`src/smtc_pkg.sv`:
```
// Purpose: Shared constants for the static memory timing configuration block
// Assumes: 32-bit classic Wishbone register port, one 200 MHz clock
// Notes: Offsets are byte addresses of aligned 32-bit words
package smtc_pkg;

  // ********************************
  // Register byte offsets
  // ********************************
  localparam logic [7:0] ADR_CAPABILITY = 8'h04;
  localparam logic [7:0] ADR_DIRECT_CMD = 8'h10;
  localparam logic [7:0] ADR_STAGED_CYC = 8'h14;
  localparam logic [7:0] ADR_STAGED_OP = 8'h18;
  localparam logic [7:0] ADR_BUS_MODE = 8'h1c;
  localparam logic [7:0] ADR_STATUS = 8'h20;

  // ********************************
  // Field positions (least significant bit)
  // ********************************
  localparam int CAP_WIDTH_LSB = 4;
  localparam int CAP_CHIPS_LSB = 2;
  localparam int CAP_TYPE_LSB = 0;
  localparam int CMD_CS_LSB = 23;
  localparam int CMD_TYPE_LSB = 21;
  localparam int CYC_TR_LSB = 17;
  localparam int CYC_PC_LSB = 14;
  localparam int CYC_WP_LSB = 11;
  localparam int CYC_CEOE_LSB = 8;
  localparam int CYC_WC_LSB = 4;
  localparam int CYC_RC_LSB = 0;
  localparam int OP_ADV_BIT = 11;
  localparam int OP_BL_LSB = 3;
  localparam int OP_MW_LSB = 0;
  localparam int STAT_PEND_BIT = 0;
  localparam int STAT_ACTIVE_BIT = 1;
  localparam int STAT_CS_LSB = 4;

  // ********************************
  // Codes and reset values
  // ********************************
  localparam logic [1:0] CAP_WIDTH_16 = 2'h1;
  localparam logic [1:0] CAP_TYPE_SEP = 2'h1;
  localparam logic [1:0] CAP_TYPE_MUX = 2'h3;
  localparam logic [1:0] CMD_UPDATE = 2'h2;
  localparam logic [19:0] RST_CYCLES = 20'h2b3cc;
  localparam logic [5:0] RST_OPMODE = 6'h01;
  localparam logic RST_BUS_MODE = 1'h0;

  // ********************************
  // Timing
  // ********************************
  localparam int SYS_CLK_MHZ = 200;
  localparam int CTRL_CLK_DIV = 2;  // Controller clock is system clock / 2
  localparam int DIV_W = $clog2(CTRL_CLK_DIV);

  typedef enum logic [2:0] {
    SMTC_S_IDLE = 3'h1,
    SMTC_S_ACT = 3'h2,
    SMTC_S_TURN = 3'h4
  } smtc_state_t;

endpackage

```
`src/smtc_timer_if.sv`:
```
// Purpose: Carries one access request and its timing to the cycle timer
// Assumes: Single clock domain
// Notes: Timing fields are valid in the cycle start is high
`timescale 1ns/1ps
interface smtc_timer_if;
  logic start;
  logic write;
  logic page;
  logic mux;
  logic [2:0] tr;
  logic [2:0] pc;
  logic [2:0] wp;
  logic [2:0] ceoe;
  logic [3:0] wc;
  logic [3:0] rc;
  logic busy;
  logic we;
  logic oe;
  logic done;
  modport ctrl (output start, write, page, mux, tr, pc, wp, ceoe, wc, rc,
                input busy, we, oe, done);
  modport timer (input start, write, page, mux, tr, pc, wp, ceoe, wc, rc,
                 output busy, we, oe, done);
endinterface

```
`src/smtc_top.sv`:
```
// Purpose: Register side and timing set of a static memory controller
// Assumes: Classic Wishbone slave, 32-bit words, one clock
// Notes: Pin sequencing beyond we/oe strobes lives outside this block
//
// Added by the designer: the register offsets and the Wishbone interface to the registers.
`timescale 1ns/1ps

// How it works
// - Capability width field always reads 01, a 16-bit memory bus.
// - Capability chip field reads number of chip selects minus one.
// - Capability type field reads 01 separate mode, 11 multiplexed mode.
// - One bus mode bit picks separate or multiplexed; no change while running.
// - Command bits 25-23 pick chip select 0 to 3; codes 4-7 forbidden.
// - Command type 10 copies staged opmode and cycles into selected chip select.
// - Staged cycles have no effect until an update command is written.
// - Staged opmode also takes effect only on the update command.
// - Three-bit timing fields give one to seven periods; code 0 forbidden.
// - Write cycle field gives 3 to 15 periods; code 0 forbidden.
// - Read cycle field gives 2 to 15 periods; code 0 forbidden.
// - No page accesses in multiplexed mode; page timing only when separate.
// - Multiplexed mode write pulse lasts one period longer than programmed.
// - All timing counts are in controller clock periods, system clock / 2.
module smtc_top #(
  parameter int NCS = 4,
  parameter int ADR_W = 8
) (
  input wire logic i_sys_clk,
  input wire logic i_srst,
  input wire logic i_wb_cyc,
  input wire logic i_wb_stb,
  input wire logic i_wb_we,
  input wire logic [ADR_W-1:0] i_wb_adr,
  input wire logic [3:0] i_wb_sel,
  input wire logic [31:0] i_wb_dat,
  output logic [31:0] o_wb_dat,
  output logic o_wb_ack,
  input wire logic i_acc_req,
  input wire logic [1:0] i_acc_cs,
  input wire logic i_acc_write,
  input wire logic i_acc_page,
  output logic o_acc_ready,
  output logic o_acc_busy,
  output logic o_acc_done,
  output logic o_mem_we,
  output logic o_mem_oe,
  output logic o_mux_mode,
  output logic o_ale_used
);

  // ********************************
  // State
  // ********************************
  typedef struct packed {
    logic ack;
    logic [31:0] rdat;
    logic mux;
    logic [19:0] stg_cyc;
    logic [5:0] stg_op;
    logic [NCS-1:0][19:0] act_cyc;
    logic [NCS-1:0][5:0] act_op;
    logic pend;
    logic [1:0] pend_cs;
    logic [1:0] last_cs;
    logic active;
    logic ready;
    logic start;
    logic write;
    logic page;
    logic [1:0] cs;
    logic ale;
  } smtc_top_state_t;

  smtc_top_state_t r;
  smtc_top_state_t next_r;
  smtc_timer_if tif ();

  logic bus_take;
  logic bus_wr;
  logic [7:0] adr;
  logic cmd_ok;
  logic acc_take;
  logic [19:0] sel_cyc;

  assign adr = 8'(i_wb_adr);
  // Partial-word writes are acked but dropped, registers are word-only
  assign bus_take = i_wb_cyc && i_wb_stb && !r.ack;
  assign bus_wr = bus_take && i_wb_we && (i_wb_sel == 4'hf);
  // Only update commands aimed at an existing chip select count
  assign cmd_ok = (i_wb_dat[smtc_pkg::CMD_TYPE_LSB +: 2] == smtc_pkg::CMD_UPDATE)
    && (i_wb_dat[smtc_pkg::CMD_CS_LSB +: 3] < 3'(NCS));
  // An access waits while an update is pending so it runs on fresh timing
  assign acc_take = i_acc_req && r.ready;
  assign sel_cyc = r.act_cyc[r.cs];

  // ********************************
  // Register and control logic
  // ********************************
  // Bus reply, register writes, update hand-off and access gating
  always_comb begin
    next_r = r;
    next_r.ack = bus_take;
    next_r.start = 1'b0;

    // Read data, unmapped offsets read as zero
    if (bus_take) begin
      next_r.rdat = 32'h0;
      unique case (adr)
        smtc_pkg::ADR_CAPABILITY: begin
          next_r.rdat[smtc_pkg::CAP_WIDTH_LSB +: 2] = smtc_pkg::CAP_WIDTH_16;
          next_r.rdat[smtc_pkg::CAP_CHIPS_LSB +: 2] = 2'(NCS - 1);
          next_r.rdat[smtc_pkg::CAP_TYPE_LSB +: 2] =
            r.mux ? smtc_pkg::CAP_TYPE_MUX : smtc_pkg::CAP_TYPE_SEP;
        end
        smtc_pkg::ADR_BUS_MODE: next_r.rdat[0] = r.mux;
        smtc_pkg::ADR_STATUS: begin
          next_r.rdat[smtc_pkg::STAT_PEND_BIT] = r.pend;
          next_r.rdat[smtc_pkg::STAT_ACTIVE_BIT] = r.active;
          next_r.rdat[smtc_pkg::STAT_CS_LSB +: 2] = r.last_cs;
        end
        default: next_r.rdat = 32'h0;
      endcase
    end

    // Write side: staged values only land in the staging copies
    if (bus_wr) begin
      unique case (adr)
        smtc_pkg::ADR_STAGED_CYC: next_r.stg_cyc = i_wb_dat[19:0];
        smtc_pkg::ADR_STAGED_OP: begin
          next_r.stg_op = {i_wb_dat[smtc_pkg::OP_ADV_BIT],
                           i_wb_dat[smtc_pkg::OP_BL_LSB +: 3],
                           i_wb_dat[smtc_pkg::OP_MW_LSB +: 2]};
        end
        smtc_pkg::ADR_BUS_MODE: begin
          // Mode flips mid-access would corrupt the pin sequence
          if (!r.active) begin
            next_r.mux = i_wb_dat[0];
          end
        end
        default: next_r.rdat = next_r.rdat;
      endcase
    end

    // Apply a pending update only while no access runs
    if (r.pend && !r.active) begin
      next_r.act_cyc[r.pend_cs] = r.stg_cyc;
      next_r.act_op[r.pend_cs] = r.stg_op;
      next_r.last_cs = r.pend_cs;
      next_r.pend = 1'b0;
    end

    // A new command wins over the clear of the old one
    if (bus_wr && (adr == smtc_pkg::ADR_DIRECT_CMD) && cmd_ok) begin
      next_r.pend = 1'b1;
      next_r.pend_cs = i_wb_dat[smtc_pkg::CMD_CS_LSB +: 2];
    end

    // Access request hand-off to the cycle timer
    if (acc_take) begin
      next_r.start = 1'b1;
      next_r.active = 1'b1;
      next_r.write = i_acc_write;
      next_r.page = i_acc_page;
      next_r.cs = i_acc_cs;
      next_r.ale = r.act_op[i_acc_cs][5];
    end else if (tif.done) begin
      next_r.active = 1'b0;
    end
    next_r.ready = !next_r.active && !next_r.pend;
  end

  // State register with defined reset
  always_ff @(posedge i_sys_clk) begin
    if (i_srst) begin
      r <= '{act_cyc: {NCS{smtc_pkg::RST_CYCLES}},
             act_op: {NCS{smtc_pkg::RST_OPMODE}},
             stg_cyc: smtc_pkg::RST_CYCLES,
             stg_op: smtc_pkg::RST_OPMODE,
             mux: smtc_pkg::RST_BUS_MODE,
             default: '0};
    end else begin
      r <= next_r;
    end
  end

  // ********************************
  // Cycle timer
  // ********************************
  // Timing is read from the active copy of the chosen chip select
  assign tif.start = r.start;
  assign tif.write = r.write;
  assign tif.page = r.page;
  assign tif.mux = r.mux;
  assign tif.tr = sel_cyc[smtc_pkg::CYC_TR_LSB +: 3];
  assign tif.pc = sel_cyc[smtc_pkg::CYC_PC_LSB +: 3];
  assign tif.wp = sel_cyc[smtc_pkg::CYC_WP_LSB +: 3];
  assign tif.ceoe = sel_cyc[smtc_pkg::CYC_CEOE_LSB +: 3];
  assign tif.wc = sel_cyc[smtc_pkg::CYC_WC_LSB +: 4];
  assign tif.rc = sel_cyc[smtc_pkg::CYC_RC_LSB +: 4];

  smtc_cycle_timer u_timer (
    .i_sys_clk(i_sys_clk),
    .i_srst(i_srst),
    .tif(tif)
  );

  // ********************************
  // Outputs
  // ********************************
  // All come from flip-flops here or in the timer
  assign o_wb_ack = r.ack;
  assign o_wb_dat = r.rdat;
  assign o_acc_ready = r.ready;
  assign o_acc_busy = tif.busy;
  assign o_acc_done = tif.done;
  assign o_mem_we = tif.we;
  assign o_mem_oe = tif.oe;
  assign o_mux_mode = r.mux;
  assign o_ale_used = r.ale;

endmodule

```
`src/smtc_cycle_timer.sv`:
```
// Purpose: Times one external access in controller clock periods
// Assumes: start is a one-cycle pulse, only given while busy is low
// Notes: Strobes change only on controller clock ticks
`timescale 1ns/1ps
module smtc_cycle_timer (
  input wire logic i_sys_clk,
  input wire logic i_srst,
  smtc_timer_if.timer tif
);

  typedef struct packed {
    smtc_pkg::smtc_state_t st;
    logic [smtc_pkg::DIV_W-1:0] div;
    logic [3:0] cnt;
    logic [3:0] len;
    logic [3:0] wpe;
    logic [2:0] ceoe;
    logic [2:0] tr;
    logic write;
    logic busy;
    logic we;
    logic oe;
    logic done;
  } smtc_tmr_state_t;

  smtc_tmr_state_t r;
  smtc_tmr_state_t next_r;
  logic tick;
  logic [3:0] p;

  // ********************************
  // Sequencer
  // ********************************
  // Divider gives one enable per controller clock period
  assign tick = (r.div == smtc_pkg::DIV_W'(smtc_pkg::CTRL_CLK_DIV - 1));
  assign p = 4'(r.cnt + 4'h1);

  // Next state of the access sequence
  always_comb begin
    next_r = r;
    next_r.done = 1'b0;
    next_r.div = tick ? '0 : smtc_pkg::DIV_W'(r.div + 1'b1);
    unique case (r.st)
      smtc_pkg::SMTC_S_IDLE: begin
        if (tif.start) begin
          next_r.st = smtc_pkg::SMTC_S_ACT;
          next_r.div = '0;
          next_r.cnt = 4'h0;
          next_r.write = tif.write;
          next_r.busy = 1'b1;
          // Page timing only in separate mode; muxed page reads run full
          if (tif.page && !tif.write && !tif.mux) begin
            next_r.len = {1'b0, tif.pc};
          end else begin
            next_r.len = tif.write ? tif.wc : tif.rc;
          end
          // Muxed writes stretch the pulse one period
          next_r.wpe = {1'b0, tif.wp} + {3'h0, tif.mux};
          next_r.ceoe = tif.ceoe;
          next_r.tr = tif.tr;
        end
      end
      smtc_pkg::SMTC_S_ACT: begin
        if (tick) begin
          if (r.cnt == r.len) begin
            next_r.st = smtc_pkg::SMTC_S_TURN;
            next_r.cnt = 4'h0;
            next_r.we = 1'b0;
            next_r.oe = 1'b0;
          end else begin
            next_r.cnt = p;
            // One setup period before the pulse, hold after it
            next_r.we = r.write && (p >= 4'h2) && (p <= 4'(r.wpe + 4'h1));
            next_r.oe = !r.write && (p > {1'b0, r.ceoe});
          end
        end
      end
      smtc_pkg::SMTC_S_TURN: begin
        if (tick) begin
          next_r.cnt = p;
          if (p[2:0] == r.tr) begin
            next_r.st = smtc_pkg::SMTC_S_IDLE;
            next_r.busy = 1'b0;
            next_r.done = 1'b1;
          end
        end
      end
      default: next_r.st = smtc_pkg::SMTC_S_IDLE;
    endcase
  end

  // State register
  always_ff @(posedge i_sys_clk) begin
    if (i_srst) begin
      r <= '{st: smtc_pkg::SMTC_S_IDLE, default: '0};
    end else begin
      r <= next_r;
    end
  end

  assign tif.busy = r.busy;
  assign tif.we = r.we;
  assign tif.oe = r.oe;
  assign tif.done = r.done;

endmodule

```
`config.mk`:
```
export PLATFORM = sky130hd
export DESIGN_NAME = smtc_top
export DESIGN_NICKNAME = d
export VERILOG_FILES = /design/src/smtc_pkg.sv /design/src/smtc_timer_if.sv /design/src/smtc_top.sv /design/src/smtc_cycle_timer.sv
export SDC_FILE = /design/constraint.sdc
export NUM_CORES = 1
export LEC_CHECK = 0
export BUFFER_PORTS_ARGS = -buffer_cell sky130_fd_sc_hd__clkbuf_2
export CORE_UTILIZATION = 25
export CTS_CLUSTER_DIAMETER = 100
export DETAILED_ROUTE_END_ITERATION = 12
export GPL_TIMING_DRIVEN = 0
export MAX_ROUTING_LAYER = met4
export PLACE_DENSITY_LB_ADDON = 0.3
export SYNTH_ARGS = -nofsm -noshare
export SYNTH_HDL_FRONTEND = slang
export SYNTH_SLANG_ARGS = --single-unit
export TNS_END_PERCENT = 1
```
`constraint.sdc`:
```
create_clock -name i_sys_clk -period 2.6 [get_ports i_sys_clk]
set_input_delay 0.26 -clock i_sys_clk [delete_from_list [all_inputs] [get_ports i_sys_clk]]
set_output_delay 0.26 -clock i_sys_clk [all_outputs]
set_load 0.05 [all_outputs]
```
* Word level (Yosys, flattened, before mapping)
Index checks and enable logic that the tools add are counted.
** Word-level totals
- Flip-flop bits (word level) :: 204
- Bits in latches :: 0
- Memory bits (writable) :: 0
- Memory bits (read-only) :: 0
- Bits of input ports :: 54
- Output and inout bits :: 40
- Logic and storage cells :: 142
- Memories :: 0
** Cells by class
- Add/sub/neg operators :: 4
- Multiply operators :: 0
- Div/mod/pow operators :: 0
- Magnitude comparators :: 8
- Equal/unequal tests :: 18
- Shifts and indexed selects :: 0
- Multiplexer cells :: 40
- Bitwise logic cells :: 3
- Reductions and logical operators :: 34
** Operators by type and width (number)
- 80-bit bitwise mux :: 1
- 20-bit binary-select mux with 2-bit select :: 1
- 20-bit demux with 2-bit select :: 1
- 20-bit 2-to-1 mux :: 2
- 8-bit by 5-bit equality test with 1-bit output, second input constant :: 4
- 32-bit 2-to-1 mux :: 1
- 24-bit bitwise mux :: 1
- 24-bit 2-to-1 mux :: 1
- 4-bit 2-to-1 mux :: 5
- 6-bit 2-to-1 mux :: 3
- 1-bit logical AND :: 16
- 3-bit 2-to-1 mux :: 5
- 6-bit binary-select mux with 2-bit select :: 1
- 6-bit demux with 2-bit select :: 1
- 4-bit case mux with 3 select lines :: 1
- 2-bit by 3-bit < comparator with 1-bit output, second input constant :: 3
- 3-bit case mux with 3 select lines :: 1
- 4-bit by 1-bit adder with 4-bit output, second input constant :: 2
- 8-bit by 3-bit equality test with 1-bit output, second input constant :: 1
- 8-bit by 6-bit equality test with 1-bit output, second input constant :: 1
- 1-bit 2-to-1 mux :: 8
- 2-bit by 1-bit != test with 1-bit output, second input constant :: 4
- 2-bit AND reduction :: 4
- 4-bit AND reduction :: 2
- other kinds (26) :: 37

* Depth between registers and ports, before layout
- Depth after elaboration :: 9
- Mapped depth :: 8
- Depth with buffers taken out :: 8

* Cells and area by module
A second synthesis with hierarchy kept.
** Unflattened totals
- Cell total of the unflattened synthesis :: 810
- Area total of the unflattened synthesis :: 6776.5 µm²
** By module, submodules not included
- smtc_top :: times used 1, cells an instance 635, area each 5325.1 µm²
- smtc_cycle_timer :: times used 1, cells an instance 175, area each 1451.4 µm²

* Worst setup path after synthesis
OpenSTA, ideal clock, no wires.
- Kind :: register -> register
- From :: reg r[1] (netlist name)
- To :: reg u_timer.r[13] (netlist name)
- Setup time :: 0.132 ns
- Data arrival time :: 1.976 ns
- Slack :: 0.491 ns
- Stages on the path, launching flop included :: 8
- Path buffers :: 2
- Path through :: dfxtp_1 -> buf_2 -> buf_2 -> mux4_2 -> ha_1 -> ha_1 -> xnor2_1 -> a21oi_1
** On the way
- Word-level cells in the longest chain between the ends :: 3
** Ends and longest elaborated chain
- start, declared :: line smtc_top.sv:73 : smtc_top_state_t r;
- start signal, assigned :: line smtc_top.sv:174 : r <= '{act_cyc: {NCS{smtc_pkg::RST_CYCLES}},
- start signal, assigned :: line smtc_top.sv:181 : r <= next_r;
- 20-bit binary-select mux with 2-bit select :: line smtc_top.sv:93 : assign sel_cyc = r.act_cyc[r.cs];
- 20-bit 2-to-1 mux (implied by the code) :: line smtc_top.sv:93
- 3-bit by 1-bit adder with 4-bit output :: line smtc_cycle_timer.sv:58 : next_r.wpe = {1'b0, tif.wp} + {3'h0, tif.mux};
- end signal, assigned :: line smtc_cycle_timer.sv:97 : r <= next_r;
- end, declared :: line smtc_cycle_timer.sv:26 : smtc_tmr_state_t r;
No other way between the ends. The select of a mux whose other input is x is not followed.
A chain may end at the register's enable or synchronous reset.

* Final worst setup path
Ends and elaborated chain as after synthesis.

==> impl_results.md <==
- Run status: finished with violations
- Violated checks: design-rule violations
- Post-synthesis average cell area: around 8.2 sq um
- Share of layout cells above drive strength 1: 0.1602
- Setup TNS Final: 0 ps
- Cell family with most CP delay: buffers and inverters
- Skew final: roughly 10 ps
- DRT Wirelength: ~19 mm
- CTS tree: done
- Critical path depth: 7
- Routability-driven placement congestion ratio: 0.8167
- Die ar.: 27,440 sq um
- Final worst path period share: 0.9500
- Hold Path Class: primary input to flip-flop
- Worst Setup Start Kind: flip-flop
- Yosys top cell area share: 0.4545
- # hold bufs at CTS: 0
- ANT cells: 0
- Total clock sinks: 152
- Critical Path RT: 2890 ps
- Core Box Area: 26,130 sq um
- Worst path bufs/invs: 2
- Number of synthesized flops with an enable pin: 0
- Total gr overflow: 0
- Horiz. Die Dim: 165.7 um
- Setup CP Type: flip-flop to flip-flop
- Layout overhead on the synthesized area: 21.29%
- Sequential area share after synthesis: 0.4545
- Final min period: 2470 ps
- Worst-case reg-to-reg path depth: 7
- Clk buf depth: 2
- Final setup fails: 0
- Netlist cell types: 56
- Most common cell in the netlist: nand2_1
- Peak VDD IR: approximately 0.43 mV
- Final hold violations: 0
- Ys flop type: dfxtp_1
- Mapped Area: 6695 sq um
- Final hold slack: 49.41 ps
- Max-Cap Viols: 0
- Fmax: 404.8 MHz
- Routed wire per std cell: roughly 15 um
- Largest net degree at the start of global routing: 17
- Yosys reg bits: about 150
- Fin. max-slew vios: 0
- Yosys warnings: 0
- Via count: 5,799
- Initial antenna violation count: 0
- Global-route wire length before repair: 30.75 mm
- Final HPWL DP: about 14 mm
- Crit Path Max Fanout: 10
- Cts bufs inserted: 17
- Die Ht: 165.7 um
- Row Count: between 50 and 60
- 1st-pass router iterations: 8
- Ports: 94
- Asr flop ratio synth: 0
- Detailed-route DRC error count: 8
- Number of global-route vias before repair: 5,499
- Critical Path, Cell by Cell: buf_2, buf_4, mux4_2, ha_1, ha_1, xnor2_1, a21oi_1
- Gr usage total: 0.1489
- Most instantiated cells after synthesis: 227 x nand2_1, 152 x dfxtp_1, 88 x a21oi_1, 55 x nand3_1, 45 x nor2_1
- Post-CTS Setup Bufs: 0
- Worst Tran Pin Value: 907.3 ps
- Avg Vias per Cell: around 4.6
- Final core occ: 0.3107
- ANT nets after route: 0
- Pleak: approximately 3.2 nW
- Clock transition at the registers of the reported paths: 70 ps
- Hold depth: 3
- PD cells: 653.8 nW/um^2
- Detailed Route Iter0 Violations: 431
- Final #Nets: between 900 and 1,000
- Clock latency on the worst-skew pair: 430 ps
- Largest stage delay, worst path: about 600 ps
- Critical path's most frequent cell: ha_1
- RSZ-0062 raised after global routing: no
- Worst EP arrival: 2760 ps
- H-tree Lvls: 4
- Root buf cell: clkbuf_16
- Port bufs: 60
- Cell taking the most area after synthesis: dfxtp_1
- Post-Synthesis Cells: 813
- Slowest cell on the critical path: mux4_2
- Worst slew margin: 0.3896
- Worst setup EP type: flip-flop
- Largest cells by area after synthesis: dfxtp_1 45%, nand2_1 13%, a21oi_1 6.6%
- Starting Density: 0.2562
[registers in the layout, summed over array words and instances (netlist names)]
name              cells
o_acc_ready           1
o_ale_used            1
o_mux_mode            1
o_wb_ack              1
o_wb_dat              5
r                   113
tif.page              1
tif.start             1
tif.write             1
u_timer.r            22
u_timer.tick          1
u_timer.tif.busy      1
u_timer.tif.done      1
u_timer.tif.oe        1
u_timer.tif.we        1
[final timing paths]
kind / startpoint / to / slack (ps)
max: r[1] / u_timer.r[13] / 130
min: i_wb_dat[10] / r[133] / 50
max reg2reg: r[1] / u_timer.r[13] / 130
min reg2reg: r[38] / r[38] / 450
[per-layer routing]
| metal | vias up | share of wire | global-route usage |
|---|---|---|---|
| li1 | 2923 | - | - |
| met1 | 2726 | 0.46 | 0.1858 |
| met2 | 121 | 0.47 | 0.2377 |
| met3 | 29 | 0.044 | 0.03011 |
| met4 | 0 | 0.022 | 0.05445 |
| met5 | - | 0 | - |
[where the power goes]
| group | total, W | internal [W] | leakage (nW) | switching, W |
|---|---|---|---|---|
| Clock | 0.00257 | 0.00146 | 0.295 | 0.00111 |
| Sequential | 0.00237 | 0.00235 | 1.23 | 0.0000191 |
| Combinational | 0.000375 | 0.000117 | 1.69 | 0.000259 |
| Total | 0.00531 | 0.00393 | 3.22 | 0.00138 |
[area by class of cell]
class,count,area (sq um)
Fill cell,2821,18010
Multi-Input combinational cell,592,3258
Sequential cell,152,3043
Buffer,81,442.9
Clock buffer,18,429.2
Tap cell,335,419.2
Timing Repair Buffer,60,300.3
Clock inverter,14,178.9
Inverter,13,48.80
[worst reg2reg max path: cells and delay by family (launching register included)]
kind                     cells  cell delay, ps
buffers and inverters        2             680
XOR/XNOR                     1             170
flip-flops                   1             360
AO/OA/AOI/OAI                1              90
adder cells (fa/ha/maj)      2             430
multiplexers                 1             600
[cell families (layout without fill, tap and decap cells)]
logic type / after synthesis / after routing / synth area share
multiplexers: 28 / 28 / 0.06989
buffers and inverters: 94 / 186 / 0.07288
AO/OA/AOI/OAI: 135 / 135 / 0.1129
flip-flops: 152 / 152 / 0.4545
adder cells (fa/ha/maj): 12 / 12 / 0.02205
other: 1 / 26 / 0.0005601
XOR/XNOR: 13 / 13 / 0.01906
AND/OR/NAND/NOR: 378 / 378 / 0.2482
[placed cells by master (no fill, tap or decap), drive strengths merged, types with 2 or more instances in the layout]
master and n:
a31oi 7, nor2b 5, buf 39, nand4 3, nand4b 4, nor3b 2, mux2i 13, inv 22
o31ai 2, nand3b 3, nor4 4, nor2 45, xnor2 3, bufinv 2, o21ai 20, clkinv 2
and4 3, a21oi 88, nand3 55, nor3 7, a2111oi 3, nand2b 7, ha 11, or2 2
conb 26, and3 3, clkbuf 120, xor2 9, a21o 2, or4 3, dfxtp 152, nand2 227
mux4 15, a32oi 3
[metrics by stage]
step           instances  area [sq um]  worst slack (ps)  power, W
2_1_floorplan        838          6789             491.5  0.002680
3_3_place_gp        1233          7508            -10.91  0.002794
3_5_place_dp        1233          7508            -4.939  0.002794
4_1_cts             1265          8119             92.49  0.005351
5_1_grt             1265          8120             1.201  0.005491
6_report            1265          8120             129.9  0.005309
[repair_timing]
| item | CTS | global route |
|---|---|---|
| endpoints found under the setup margin | 1 | 1 |
| cloned | 0 | 0 |
| gates resized for setup | 1 | 2 |
Power figures use the tool's default switching activity.
